$ cat src/hw/flash_seq_pkg.sv
// Purpose: constants for the flash program and erase sequencer
// Assumes: 125 MHz system clock, times below are worst-case limits
// Notes:   cycle counts round down so each operation stays inside its limit
package flash_seq_pkg;

  localparam int CLOCK_KHZ = 125000;

  // access mode encodings
  localparam logic [1:0] MODE_READ  = 2'h0;
  localparam logic [1:0] MODE_WRITE = 2'h1;
  localparam logic [1:0] MODE_ERASE = 2'h2;

  // limits in their own units
  localparam int T_WRITE_US          = 43;
  localparam int T_ERASE_PAGE_MS     = 87;
  localparam int T_ERASE_ALL_MS      = 173;
  localparam int T_PARTIAL_SETUP_CMS = 108;  // hundredths of a ms
  localparam int T_PARTIAL_ERASE_MS  = 10;

  // cycle counts, rounded down
  localparam int WRITE_CYC         = T_WRITE_US * CLOCK_KHZ / 1000;
  localparam int ERASE_PAGE_CYC    = T_ERASE_PAGE_MS * CLOCK_KHZ;
  localparam int ERASE_ALL_CYC     = T_ERASE_ALL_MS * CLOCK_KHZ;
  localparam int PARTIAL_SETUP_CYC = T_PARTIAL_SETUP_CMS * CLOCK_KHZ / 100;
  localparam int PARTIAL_ERASE_CYC = T_PARTIAL_ERASE_MS * CLOCK_KHZ;

  localparam int ADDR_W = 20;
  localparam int DATA_W = 32;
  localparam int CNT_W  = 25;

  typedef enum logic [2:0] {
    st_idle,
    st_program,
    st_erase_page,
    st_erase_all,
    st_partial_setup,
    st_partial_erase
  } seq_state_t;

endpackage

$ cat src/hw/flash_program_erase_timing.sv
// Purpose: sequences word programs, page erases, partial steps, full erase
// Assumes: requests come from logic on the same clock
// Notes:   requests arriving while busy are refused; at idle the top-priority request is refused in the wrong mode and the rest are dropped
`timescale 1ns/1ns
module flash_program_erase_timing
  import flash_seq_pkg::*;
#(
  parameter int WRITE_CYCLES         = WRITE_CYC,
  parameter int ERASE_PAGE_CYCLES    = ERASE_PAGE_CYC,
  parameter int ERASE_ALL_CYCLES     = ERASE_ALL_CYC,
  parameter int PARTIAL_SETUP_CYCLES = PARTIAL_SETUP_CYC,
  parameter int PARTIAL_ERASE_CYCLES = PARTIAL_ERASE_CYC
) (
  // clock and reset
  input  wire logic                           clock,
  input  wire logic                           nrst,
  // access mode
  input  wire logic [1:0]                     access_mode,
  // requests
  input  wire logic                           write_req,
  input  wire logic [flash_seq_pkg::ADDR_W-1:0] write_addr,
  input  wire logic [flash_seq_pkg::DATA_W-1:0] write_data,
  input  wire logic                           page_erase_req,
  input  wire logic                           partial_page_erase_step,
  input  wire logic [flash_seq_pkg::ADDR_W-1:0] page_addr,
  input  wire logic                           whole_array_erase_cmd,
  // status
  output logic                                ready,
  output logic                                op_done,
  output logic                                cmd_refused,
  output logic                                cache_invalidate,
  // flash array controls
  output logic [flash_seq_pkg::ADDR_W-1:0]    flash_addr,
  output logic [flash_seq_pkg::DATA_W-1:0]    flash_wdata,
  output logic                                flash_prog,
  output logic                                flash_erase_page,
  output logic                                flash_erase_all,
  output logic                                flash_setup,
  output logic                                flash_erase_partial
);
  import flash_seq_pkg::*;

  // expiry is registered in the timer and again in state, so two cycles lag
  localparam int TIMER_LAG = 2;

  typedef struct packed {
    seq_state_t        state;
    logic [ADDR_W-1:0] addr;
    logic [DATA_W-1:0] wdata;
    logic              done;
    logic              refused;
    logic              cinv;
    logic [CNT_W-1:0]  busy_len;
  } seq_t;

  seq_t             cur;
  seq_t             next_cur;
  logic             timer_load;
  logic [CNT_W-1:0] timer_value;
  logic             timer_expired;
  logic             any_req;

  op_timer #(
    .CNT_W(CNT_W)
  ) i_op_timer (
    .clock     (clock),
    .nrst      (nrst),
    .load      (timer_load),
    .load_value(timer_value),
    .expired   (timer_expired)
  );

  assign any_req = write_req | page_erase_req | partial_page_erase_step
                   | whole_array_erase_cmd;

  always_comb begin
    next_cur         = cur;
    next_cur.done    = 1'b0;
    next_cur.refused = 1'b0;
    timer_load       = 1'b0;
    timer_value      = '0;
    // cache stays invalid for as long as write or erase is open
    next_cur.cinv = (access_mode == MODE_WRITE)
                    || (access_mode == MODE_ERASE);
    if (cur.state == st_idle) begin
      next_cur.busy_len = '0;
    end else begin
      next_cur.busy_len = cur.busy_len + 1'b1;
    end
    case (cur.state)
      st_idle: begin
        // only one operation may start; erase-all has top priority
        if (whole_array_erase_cmd) begin
          if (access_mode == MODE_ERASE) begin
            next_cur.state = st_erase_all;
            timer_load     = 1'b1;
            timer_value    = CNT_W'(ERASE_ALL_CYCLES - TIMER_LAG);
          end else begin
            next_cur.refused = 1'b1;
          end
        end else if (page_erase_req) begin
          if (access_mode == MODE_ERASE) begin
            next_cur.state = st_erase_page;
            next_cur.addr  = page_addr;
            timer_load     = 1'b1;
            timer_value    = CNT_W'(ERASE_PAGE_CYCLES - TIMER_LAG);
          end else begin
            next_cur.refused = 1'b1;
          end
        end else if (partial_page_erase_step) begin
          if (access_mode == MODE_ERASE) begin
            next_cur.state = st_partial_setup;
            next_cur.addr  = page_addr;
            timer_load     = 1'b1;
            timer_value    = CNT_W'(PARTIAL_SETUP_CYCLES - TIMER_LAG);
          end else begin
            next_cur.refused = 1'b1;
          end
        end else if (write_req) begin
          if (access_mode == MODE_WRITE) begin
            next_cur.state = st_program;
            next_cur.addr  = write_addr;
            next_cur.wdata = write_data;
            timer_load     = 1'b1;
            timer_value    = CNT_W'(WRITE_CYCLES - TIMER_LAG);
          end else begin
            next_cur.refused = 1'b1;
          end
        end
      end
      st_partial_setup: begin
        next_cur.refused = any_req;
        if (timer_expired) begin
          next_cur.state = st_partial_erase;
          timer_load     = 1'b1;
          timer_value    = CNT_W'(PARTIAL_ERASE_CYCLES - TIMER_LAG);
        end
      end
      st_program, st_erase_page, st_erase_all, st_partial_erase: begin
        // a busy sequencer never queues; software must wait for ready
        next_cur.refused = any_req;
        if (timer_expired) begin
          next_cur.state = st_idle;
          next_cur.done  = 1'b1;
        end
      end
      default: begin
        next_cur.state = st_idle;
      end
    endcase
  end

  always_ff @(posedge clock or negedge nrst) begin
    if (!nrst) begin
      cur <= '0;
    end else begin
      cur <= next_cur;
    end
  end

  assign ready               = (cur.state == st_idle);
  assign op_done             = cur.done;
  assign cmd_refused         = cur.refused;
  assign cache_invalidate    = cur.cinv;
  assign flash_addr          = cur.addr;
  assign flash_wdata         = cur.wdata;
  assign flash_prog          = (cur.state == st_program);
  assign flash_erase_page    = (cur.state == st_erase_page);
  assign flash_erase_all     = (cur.state == st_erase_all);
  assign flash_setup         = (cur.state == st_partial_setup);
  assign flash_erase_partial = (cur.state == st_partial_erase);

  // checks
  property p_write_time;
    @(posedge clock) disable iff (!nrst)
      flash_prog |-> (cur.busy_len < CNT_W'(WRITE_CYCLES));
  endproperty
  a_write_time: assert property (p_write_time)
    else $error("word program ran past its limit");

  property p_page_time;
    @(posedge clock) disable iff (!nrst)
      flash_erase_page |-> (cur.busy_len < CNT_W'(ERASE_PAGE_CYCLES));
  endproperty
  a_page_time: assert property (p_page_time)
    else $error("page erase ran past its limit");

  property p_all_time;
    @(posedge clock) disable iff (!nrst)
      flash_erase_all |-> (cur.busy_len < CNT_W'(ERASE_ALL_CYCLES));
  endproperty
  a_all_time: assert property (p_all_time)
    else $error("whole-array erase ran past its limit");

  property p_setup_time;
    @(posedge clock) disable iff (!nrst)
      flash_setup |-> (cur.busy_len < CNT_W'(PARTIAL_SETUP_CYCLES));
  endproperty
  a_setup_time: assert property (p_setup_time)
    else $error("partial setup ran past its limit");

  property p_mode_gate;
    @(posedge clock) disable iff (!nrst)
      ($rose(flash_prog) |-> $past(access_mode) == MODE_WRITE)
      and ($rose(flash_erase_page) |-> $past(access_mode) == MODE_ERASE);
  endproperty
  a_mode_gate: assert property (p_mode_gate)
    else $error("operation started in the wrong access mode");

  property p_erase_all_mode;
    @(posedge clock) disable iff (!nrst)
      (ready && whole_array_erase_cmd && access_mode != MODE_ERASE)
      |=> !flash_erase_all ##0 cmd_refused;
  endproperty
  a_erase_all_mode: assert property (p_erase_all_mode)
    else $error("whole-array erase not refused outside erase mode");

  property p_cache_inval;
    @(posedge clock) disable iff (!nrst)
      (access_mode == MODE_WRITE || access_mode == MODE_ERASE)
      |=> cache_invalidate;
  endproperty
  a_cache_inval: assert property (p_cache_inval)
    else $error("cache not invalidated in write or erase mode");

  property p_no_overlap;
    @(posedge clock) disable iff (!nrst)
      (!ready && any_req) |=> cmd_refused ##0 ($past(cur.state) != st_idle);
  endproperty
  a_no_overlap: assert property (p_no_overlap)
    else $error("request during a busy operation was not refused");

  property p_done_ready;
    @(posedge clock) disable iff (!nrst)
      op_done |-> ready && !$past(ready);
  endproperty
  a_done_ready: assert property (p_done_ready)
    else $error("done pulse without return to ready");

endmodule // flash_program_erase_timing

$ cat src/hw/op_timer.sv
// Purpose: one-shot down counter that times a flash operation
// Assumes: load_value is two less than the wanted strobe length
// Notes:   expired is a registered one-cycle pulse
`timescale 1ns/1ns
module op_timer #(
  parameter int CNT_W = 25
) (
  // clock and reset
  input  wire logic             clock,
  input  wire logic             nrst,
  // control
  input  wire logic             load,
  input  wire logic [CNT_W-1:0] load_value,
  // status
  output logic                  expired
);

  typedef struct packed {
    logic             running;
    logic [CNT_W-1:0] count;
    logic             expired;
  } timer_t;

  timer_t cur;
  timer_t next_cur;

  always_comb begin
    next_cur         = cur;
    next_cur.expired = 1'b0;
    if (load) begin
      next_cur.running = 1'b1;
      next_cur.count   = load_value;
    end else if (cur.running) begin
      if (cur.count == '0) begin
        next_cur.running = 1'b0;
        next_cur.expired = 1'b1;
      end else begin
        next_cur.count = cur.count - 1'b1;
      end
    end
  end

  always_ff @(posedge clock or negedge nrst) begin
    if (!nrst) begin
      cur <= '0;
    end else begin
      cur <= next_cur;
    end
  end

  assign expired = cur.expired;

endmodule // op_timer

$ cat config.mk
export PLATFORM = sky130hd
export DESIGN_NAME = flash_program_erase_timing
export DESIGN_NICKNAME = d
export VERILOG_FILES = /design/src/hw/flash_seq_pkg.sv /design/src/hw/flash_program_erase_timing.sv /design/src/hw/op_timer.sv
export SDC_FILE = /design/constraint.sdc
export NUM_CORES = 1
export LEC_CHECK = 0
export ABC_AREA = 0
export BUFFER_PORTS_ARGS = -buffer_cell sky130_fd_sc_hd__buf_2
export CORE_UTILIZATION = 48
export CTS_BUF_LIST = sky130_fd_sc_hd__clkbuf_8
export DETAILED_ROUTE_END_ITERATION = 8
export GPL_TIMING_DRIVEN = 0
export PLACE_DENSITY = 0.78
export SYNTH_ARGS = -nofsm -noshare
export SYNTH_HDL_FRONTEND = slang
export SYNTH_SLANG_ARGS = --single-unit
export TNS_END_PERCENT = 30
$ cat constraint.sdc
create_clock -name clock -period 2.1 [get_ports clock]
set_input_delay 0 -clock clock [delete_from_list [all_inputs] [get_ports clock]]
set_output_delay 0 -clock clock [all_outputs]
set_load 0.02 [all_outputs]
Yosys cells after proc, flatten, opt, wreduce, memory -nomap -nowiden
Cells that the tools add are included.
{"block": "word_totals", "inputBits": 80, "regBits": 85, "output_inout_bits": 61}
{"block": "classes", "mux": 43, "n_reduce_logical": 12, "addsub": 1, "eq_ne": 17, "bitwise_logic": 6}
{"operator": "25-bit 2-to-1 mux", "count": 6}
{"operator": "55-bit 2-to-1 mux", "count": 2}
{"operator": "23-bit 2-to-1 mux", "count": 4}
{"operator": "25-bit one-hot mux with 2 select lines", "count": 1}
{"operator": "27-bit 2-to-1 mux", "count": 1}
{"operator": "26-bit 2-to-1 mux", "count": 1}
{"operator": "25-bit logical NOT", "count": 1}
{"operator": "25-bit by 1-bit subtractor with 25-bit output, second input constant", "count": 1}
{"operator": "24-bit 2-to-1 mux", "count": 1}
{"operator": "21-bit 2-to-1 mux", "count": 1}
{"operator": "18-bit 2-to-1 mux", "count": 1}
{"operator": "1-bit 2-to-1 mux", "count": 17}
{"operator": "13-bit 2-to-1 mux", "count": 1}
{"operator": "3-bit 2-to-1 mux", "count": 4}
{"operator": "6-bit AND reduction", "count": 2}
{"operator": "2-bit by 1-bit inequality test with 1-bit output, second input constant", "count": 5}
{"operator": "3-bit by 2-bit inequality test with 1-bit output, second input constant", "count": 3}
{"operator": "3-bit one-hot mux with 3 select lines", "count": 1}
{"operator": "7-bit AND reduction", "count": 1}
{"operator": "3-bit by 2-bit == test with 1-bit output, second input constant", "count": 2}
{"operator": "3-bit == test, second input constant", "count": 2}
{"operator": "3-bit nonzero test", "count": 2}
{"operator": "5-bit by 4-bit inequality test with 1-bit output, second input constant", "count": 1}
{"operator": "5-bit inequality test, second input constant", "count": 1}
{"operator": "12 further kinds", "count": 17}

Longest topological paths before layout
Gate-level depths: netlist of run 1.
{"block": "logic_depth", "depth_word": 9, "depth_mapped": 10, "mapped_depth_nobuf": 8}

Modules after synthesis
A second synthesis of run 1 with hierarchy kept.
{"block": "hier_totals", "hier_cells": 434, "hier_area_um2": 4870.9}
{"mod": "flash_program_erase_timing", "area_per_inst_um2": 3151.8, "n_inst": 1, "cells_per_inst": 259}
{"mod": "op_timer", "area_per_inst_um2": 1719.1, "n_inst": 1, "cells_per_inst": 175}

Worst setup path after synthesis of run 1
Ideal clock, no wire load.
{"block": "synth_timing", "path_kind": "reg-to-reg", "startpoint": "register i_op_timer.cur[1] (netlist bit)", "endpoint": "register i_op_timer.cur[15] (netlist bit)", "setup_slack_ps": 134, "arrival_time_ps": 1843, "setup_time_ps": 123, "stages_incl_launch_ff": 8, "cell_sequence": "dfrtp_1 > inv_1 > ha_1 > or3b_2 > or2_2 > nor2_1 > a41oi_1 > o2bb2ai_1"}
{"block": "synth_between", "elab_chain_cells": 4}
{"element": "start, declared", "line_no": "op_timer.sv:24", "text": "timer_t cur;"}
{"element": "start signal, assigned", "line_no": "op_timer.sv:47", "text": "cur <= next_cur;"}
{"element": "25-bit by 1-bit subtractor with 25-bit output", "line_no": "op_timer.sv:38", "text": "next_cur.count = cur.count - 1'b1;"}
{"element": "25-bit 2-to-1 mux", "line_no": "op_timer.sv:34", "text": "if (cur.count == '0) begin"}
{"element": "27-bit 2-to-1 mux", "line_no": "op_timer.sv:33", "text": "end else if (cur.running) begin"}
{"element": "26-bit 2-to-1 mux", "line_no": "op_timer.sv:30", "text": "if (load) begin"}
Several ways; a longest one is shown, not always the timed one. The select of a mux whose other input is x is not followed.
A chain may end at the register's enable or synchronous reset.

Worst setup path in the final report of run 1
{"block": "layout_timing", "startpoint": "register i_op_timer.cur[1] (netlist bit)", "endpoint": "register i_op_timer.cur[25] (netlist bit)"}
The elaborated chain is that of the path after synthesis.

==> results of run 1 <==
critical path, stage by stage (launching register included):
cell	delay, ns
dfrtp_2	0.46
inv_1	0.11
ha_4	0.17
nor3b_4	0.21
nand4_1	0.20
buf_4	0.20
or4_1	0.40
a31o_2	0.26
metrics by stage:
stage | setup WS [ns] | util [%] | std cells | cell area, um2 | hold WS (ns)
after global placement | -0.157 | 59.1 | 732 | 5520 | 0.233
after floorplan | 0.134 | - | 463 | 4650 | -0.296
final | -0.0183 | 71.3 | 826 | 6650 | 0.0931
after CTS | -0.0138 | 70.1 | 824 | 6540 | 0.0648
after global routing | -0.0464 | 71.3 | 826 | 6650 | 0.0812
after detailed placement | -0.169 | 59.5 | 733 | 5550 | -0.00649
worst paths after layout:
check                           slack (ns)                    start            endpoint
worst max-delay path                 -0.02        i_op_timer.cur[1]  i_op_timer.cur[25]
worst min-delay path                  0.09  partial_page_erase_step             cur[82]
worst max register to register       -0.02        i_op_timer.cur[1]  i_op_timer.cur[25]
worst min register to register        0.51          flash_wdata[28]     flash_wdata[28]
max in group asynchronous             1.35                     nrst      flash_wdata[5]
min in group asynchronous             0.13                     nrst       flash_addr[4]
cell families (layout without fill, tap and decap cells):
| logic type | Yosys count | in the layout | synth area share [%] |
|---|---|---|---|
| buffers and inverters | 92 | 326 | 12.2 |
| adders and majority gates | 3 | 3 | 0.807 |
| and+or+nand+nor | 144 | 144 | 16.1 |
| xor gates and xnor gates | 6 | 6 | 1.13 |
| DFF | 85 | 85 | 45.7 |
| AOI/OAI and AO/OA | 100 | 100 | 16.1 |
| muxes | 33 | 33 | 7.96 |
cell usage after synthesis, types with 2 or more instances:
cell        n  share of area [%]
nand2b_1    2               0.27
xnor2_1     2               0.38
nor4_2      3               0.81
o21ai_0    14                1.5
a21oi_1     7               0.75
mux2_2     32                7.7
and2_1      6               0.81
ha_1        3               0.81
nor3_1     18                1.9
or2_0       2               0.27
nor2_1     57                4.6
a221oi_1   20                3.8
and3_1      2               0.27
buf_4      53                8.6
xor2_1      4               0.75
o211ai_1    5               0.81
o22ai_1     6               0.81
or3_1       3               0.40
dfrtp_1    85                 46
nand4_1     3               0.40
a311oi_1    2               0.38
a21boi_0    2               0.32
nand2_1    23                1.9
nor3b_1     2               0.32
o311ai_0    2               0.38
inv_1      13                1.0
a22o_1      4               0.75
nor4_1      4               0.54
buf_1       3               0.24
a41oi_1     6                1.1
clkbuf_1   10               0.81
buf_2      11                1.2
a32oi_1     2               0.38
a31oi_1     8                1.1
o21a_1      5               0.81
nand3_1     6               0.65
o2bb2ai_1   7                1.3
sequential cells by signal, summed over array words and instances (netlist names):
signal,flops
cmd_refused,1
flash_addr,20
cur,3
i_op_timer.cur,26
op_done,1
flash_wdata,32
i_op_timer.expired,1
cache_invalidate,1
metal layers:
layer  GRT usage, %  vias up  wire, um
met5              0        -         0
met4           16.7        0       808
met2           51.6      286      7430
met3           7.56       89      1260
met1           35.0     2275      5810
li1               -     2082         -
power by group through the flow:
stage / clock (mW) / sequential [mW] / combinational, mW
4_1_cts: 1.19 / 1.81 / 0.586
5_1_grt: 1.27 / 1.83 / 0.713
3_3_place_gp: 0 / 1.83 / 0.450
2_1_floorplan: 0 / 1.81 / 0.278
6_report: 1.18 / 1.82 / 0.665
3_5_place_dp: 0 / 1.83 / 0.466
timing repair:
| item | in CTS | in global routing |
|---|---|---|
| setup endpoints to repair | 24 | 31 |
| buffers inserted | 0 | 2 |
| endpoints found under the hold margin | 91 | 0 |
| hold buffers | 75 | 0 |
| pin swaps | 0 | 1 |
| gates resized for setup | 12 | 22 |
layout make-up:
class / count / share of cell area [%]
plain buffers: 78 / 7.92
clock buffers: 9 / 1.86
clock inverters: 7 / 1.11
well taps: 129 / 2.43
flip-flops and latches: 85 / 32.0
inverters: 14 / 0.790
multi-input cells: 286 / 31.4
repair buffers: 218 / 22.5
cells in the final DEF, fill, tap and decap left out, types with 5 or more instances in the layout:
master         count
o211ai_1           5
dfrtp_1           84
a21oi_1            7
clkbuf_8           9
nor2_1            54
nor3_1            18
dlygate4sd3_1     75
o21a_1             5
and2_1             6
nand2_1           22
o2bb2ai_1          7
buf_4             58
mux2_2            32
inv_1             14
o22ai_1            6
a41oi_1            6
clkbuf_1          10
a221oi_1          20
o21ai_0           12
a31oi_1            8
buf_2            146
==> key figures, run 1 <==
Outcome
  • Status: finished, violations left
  • Failing checks: negative setup slack

Routing
  • 1st-iter DRT viols: 329
  • DRC: 0
  • Via count: 4732
  • Routed Antenna Nets: 0
  • Post-Route WL: 15.3 mm
  • First-pass DRT Iterations: 5
  • Vias per std cell: 5.73
  • WL per Instance: 18.5 um

Global route
  • Initial antenna violation count: 0
  • GR Overflow Total: 0
  • Number of global-route vias before repair: 4775
  • First-pass GRT wire length: 23.6 mm
  • Largest net degree at the start of global routing: 49
  • GRT Overall Usage: 30.3%

Yosys
  • Syn_nets: 546
  • Syn avg cell area: 10.1 um2
  • Unique masters post-synth: 63
  • Number of synthesized register bits: 85
  • Sequential fraction of the synthesis area: 45.7%
  • Post-synth EDFFs: 0
  • Synth Cell Area: 4650 um2
  • Synth warnings: 0
  • Ys flop type: dfrtp_1
  • Cells after synthesis: 463
  • Async set-reset flop share out of synthesis: 100%

STA
  • Fin crit share: 101%
  • Tmin final: 2.12 ns
  • Worst slew margin: 61.8%
  • Worst setup margin: -0.0183 ns
  • RSZ-0062 raised after global routing: yes
  • Worst-Margin Slew: 0.568 ns
  • Final setup viols: 1
  • Worst Skew: 0.0168 ns
  • Fmax: 472 MHz
  • Setup_tns: -0.0183 ns
  • Final Slew Violations: 0
  • Final hold viol count: 0

CTS
  • Clk slew on worst S/H paths: 0.10 ns
  • Clock Root Buffer: clkbuf_8
  • Clk buf depth: 2
  • CTS Sinks: 85
  • CTS H-tree depth: 3
  • CTS tree: done
  • Inserted Clock Buffers: 9
  • Worst-Skew Late Latency: 0.36 ns

Run
  • Max-Cap Viols: 0

Critical path
  • CP arrival: 2.36 ns
  • CP Launch Type: flip-flop
  • WS Path Type: flip-flop to flip-flop
  • CP endpoint kind: flip-flop
  • Worst Path Max Fanout: 5
  • CP Data Required Time: 2.34 ns
  • R2R depth: 7

Finish
  • Share of cells above drive strength 1: 40.9%
  • Area Growth Syn to Fin: 42.9%
  • Flip-flop and latch area: 2130 um2
  • Multi-input gate area: 2090 um2
  • Final #Nets: 775
  • # diodes: 0
  • Fillers: 607

Pwr
  • Clk network pwr share: 32.1%
  • Sw Ratio: 28.8%
  • Largest vdd supply drop: 0.000378 V
  • Pwr dens: 551 nW/um2
  • Comb power frac: 18.1%
  • Int Pwr: 2.61 mW
  • Tot Pwr: 3.66 mW
  • Switching pwr: 1.05 mW
  • Lkg Pwr: 3.28 nW
  • Sequential power share: 49.8%

Floorplan
  • Die height: 100 um
  • Core outline area: 9330 um2
  • Initial Utilization: 49.9%
  • Die W: 100 um
  • Die area: 10100 um2
  • Top Ports: 141
  • Row cnt: 35

Hold path
  • HP Class: input pin to flip-flop
  • Hold path depth: 5

Placed design
  • PortBufs: 140
  • DP HPWL: 8.84 mm
  • Gpl congestion: 0.940
No activity file was read; power rests on OpenSTA's default activity.
==> inputs of run 2 (changes only) <==
==> constraint.sdc (replaced) <==
create_clock -name clock -period 1.8 [get_ports clock]
set_input_delay 0 -clock clock [delete_from_list [all_inputs] [get_ports clock]]
set_output_delay 0 -clock clock [all_outputs]
set_load 0.02 [all_outputs]
==> key figures, run 2 (synthesized netlist as in run 1, its figures left out) <==
Outcome
  • Status: finished, violations left
  • Failing checks: negative setup slack

Finish
  • Share of cells above drive strength 1: 48.5% (+7.6 points)
  • Fillers: 516 (-15%)
  • Max reg flops: 32 (unchanged)
  • Non-filler instance count after layout: 839 (+1.6%)
  • # diodes: 0 (unchanged)
  • Final #Nets: 788 (+1.7%)
  • Most frequent cells in the layout: buf_2 (142), dfrtp_1 (83), dlygate4sd3_1 (74)
  • Area Growth Syn to Fin: 52.0%
  • Most common cell after layout, fill and taps aside: buf_2

Floorplan
  • Die area: 10100 um2 (unchanged)
  • Row cnt: 35 (unchanged)
  • Top Ports: 141 (unchanged)
  • Die W: 100 um (unchanged)
  • Initial Utilization: 49.9% (unchanged)
  • Core outline area: 9330 um2 (unchanged)
  • Die height: 100 um (unchanged)

STA
  • Final setup viols: 28 (+27)
  • Final Slew Violations: 0 (unchanged)
  • Worst Skew: 0.0147 ns (-0.00215 ns)
  • RSZ-0062 raised after global routing: yes
  • Worst-Margin Slew: 0.771 ns (+0.203 ns)
  • Worst setup margin: -0.314 ns (-0.295 ns)
  • Worst slew margin: 48.6% (-13 points)
  • Fmax: 473 MHz (+0.22%)
  • Tmin final: 2.11 ns (-0.00469 ns)
  • Fin crit share: 117% (+17 points)
  • Final hold viol count: 0 (unchanged)

Routing
  • WL per Instance: 22.0 um (+19%)
  • Via count: 5158 (+9.0%)
  • Vias per std cell: 6.15 (+7.3%)
  • First-pass DRT Iterations: 5 (unchanged)
  • DRC: 0 (unchanged)
  • Routed Antenna Nets: 0 (unchanged)
  • 1st-iter DRT viols: 452 (+37%)
  • Post-Route WL: 18.5 mm (+20%)

Placed design
  • Dpl cells: 733 (unchanged)
  • DP HPWL: 8.69 mm (-1.8%)
  • PortBufs: 140 (unchanged)
  • Gpl congestion: 0.899 (-4.3%)

Global route
  • GRT Overall Usage: 30.3% (-0.032 points)
  • Initial antenna violation count: 0 (unchanged)
  • Largest net degree at the start of global routing: 47 (-4.1%)
  • First-pass GRT wire length: 23.7 mm (+0.32%)
  • GR Overflow Total: 0 (unchanged)
  • Number of global-route vias before repair: 4811 (+0.75%)

Critical path
  • Worst Path Max Fanout: 10 (+5)
  • CP Data Required Time: 2.06 ns (-0.28 ns)
  • CP endpoint kind: flip-flop
  • CP Launch Type: flip-flop
  • WS Path Type: flip-flop to flip-flop
  • CP arrival: 2.37 ns (about the same)

Pwr
  • Tot Pwr: 4.53 mW (+23%)
  • Largest vdd supply drop: 0.000420 V (+11%)
  • Pwr dens: 640 nW/um2 (+16%)
  • Lkg Pwr: 3.48 nW (+6.0%)

CTS
  • Clock Root Buffer: clkbuf_8
  • Clk slew on worst S/H paths: 0.10 ns (about the same)
  • CTS Sinks: 85 (unchanged)
  • Clk buf depth: 2 (unchanged)
  • Worst-Skew Late Latency: 0.37 ns (about the same)
  • CTS H-tree depth: 3 (unchanged)
  • Inserted Clock Buffers: 9 (unchanged)
  • CTS tree: done

Run
  • Max-Cap Viols: 0 (unchanged)

Hold path
  • HP Class: input pin to flip-flop
[run 2: worst paths after layout]
path / from / to / slack (ns) / depth (start not counted)
setup reg to reg: cur[80] / i_op_timer.cur[7] / -0.31 / 7
min in group asynchronous: nrst / flash_addr[6] / 0.18 / 2
hold reg to reg: flash_wdata[25] / flash_wdata[25] / 0.51 / 1
hold / removal: page_erase_req / i_op_timer.cur[13] / 0.09 / 3
max in group asynchronous: nrst / i_op_timer.cur[13] / 0.98 / 3
setup / recovery: cur[80] / i_op_timer.cur[7] / -0.31 / 7
[run 2: power by group]
part           switching, mW  internal [mW]
sequential             0.137           1.99
combinational          0.450          0.468
clock                  0.786          0.690
[run 2: through the flow]
stage | hold slack, ns | TNS [ns] | utilization [%] | setup WS (ns) | cell area [um2]
floorplan | -0.296 | -0.327 | - | -0.0690 | 4660
global placement | 0.234 | -11.62 | 59.2 | -0.460 | 5520
detailed placement | 0.00893 | -13.56 | 59.5 | -0.540 | 5550
CTS | 0.0671 | -2.53 | 72.4 | -0.189 | 6750
global route | 0.109 | -6.29 | 75.8 | -0.371 | 7070
finish | 0.0948 | -3.39 | 75.8 | -0.314 | 7070
[run 2: layer usage]
layer | routed length [um] | share of wire (%) | vias up | track usage [%]
li1 | - | - | 2107 | -
met1 | 6580 | 36 | 2459 | 36.2
met2 | 8770 | 48 | 437 | 51.4
met3 | 1790 | 9.7 | 155 | 6.93
met4 | 1310 | 7.1 | 0 | 14.9
met5 | 0 | 0 | - | 0
[run 2: layout make-up]
type                            instances  area, um2  share of cell area [%]
Clock inverter                          6       68.8                   0.973
Sequential cell                        85       2130                    30.1
Timing Repair Buffer                  233       1640                    23.1
Buffer                                 76        571                    8.07
Multi-Input combinational cell        286       2310                    32.7
Clock buffer                           10        138                    1.95
Tap cell                              129        161                    2.28
Inverter                               14       55.1                   0.778
[run 2: timing repair]
item | CTS | global route
setup endpoints to repair | 63 | 73
gates cloned | 0 | 2
pin swaps | 10 | 16
resized for setup | 44 | 65
endpoints found under the hold margin | 92 | 0
hold buffers | 74 | 0
setup buffers | 11 | 5
[run 2: critical path, stage by stage, from the launching register on]
cell and delay (ns):
dfrtp_1 0.43, buf_2 0.22, nor4b_4 0.46, buf_4 0.20
nand2_1 0.09, nand2_1 0.10, o21ai_0 0.11, a221o_1 0.39
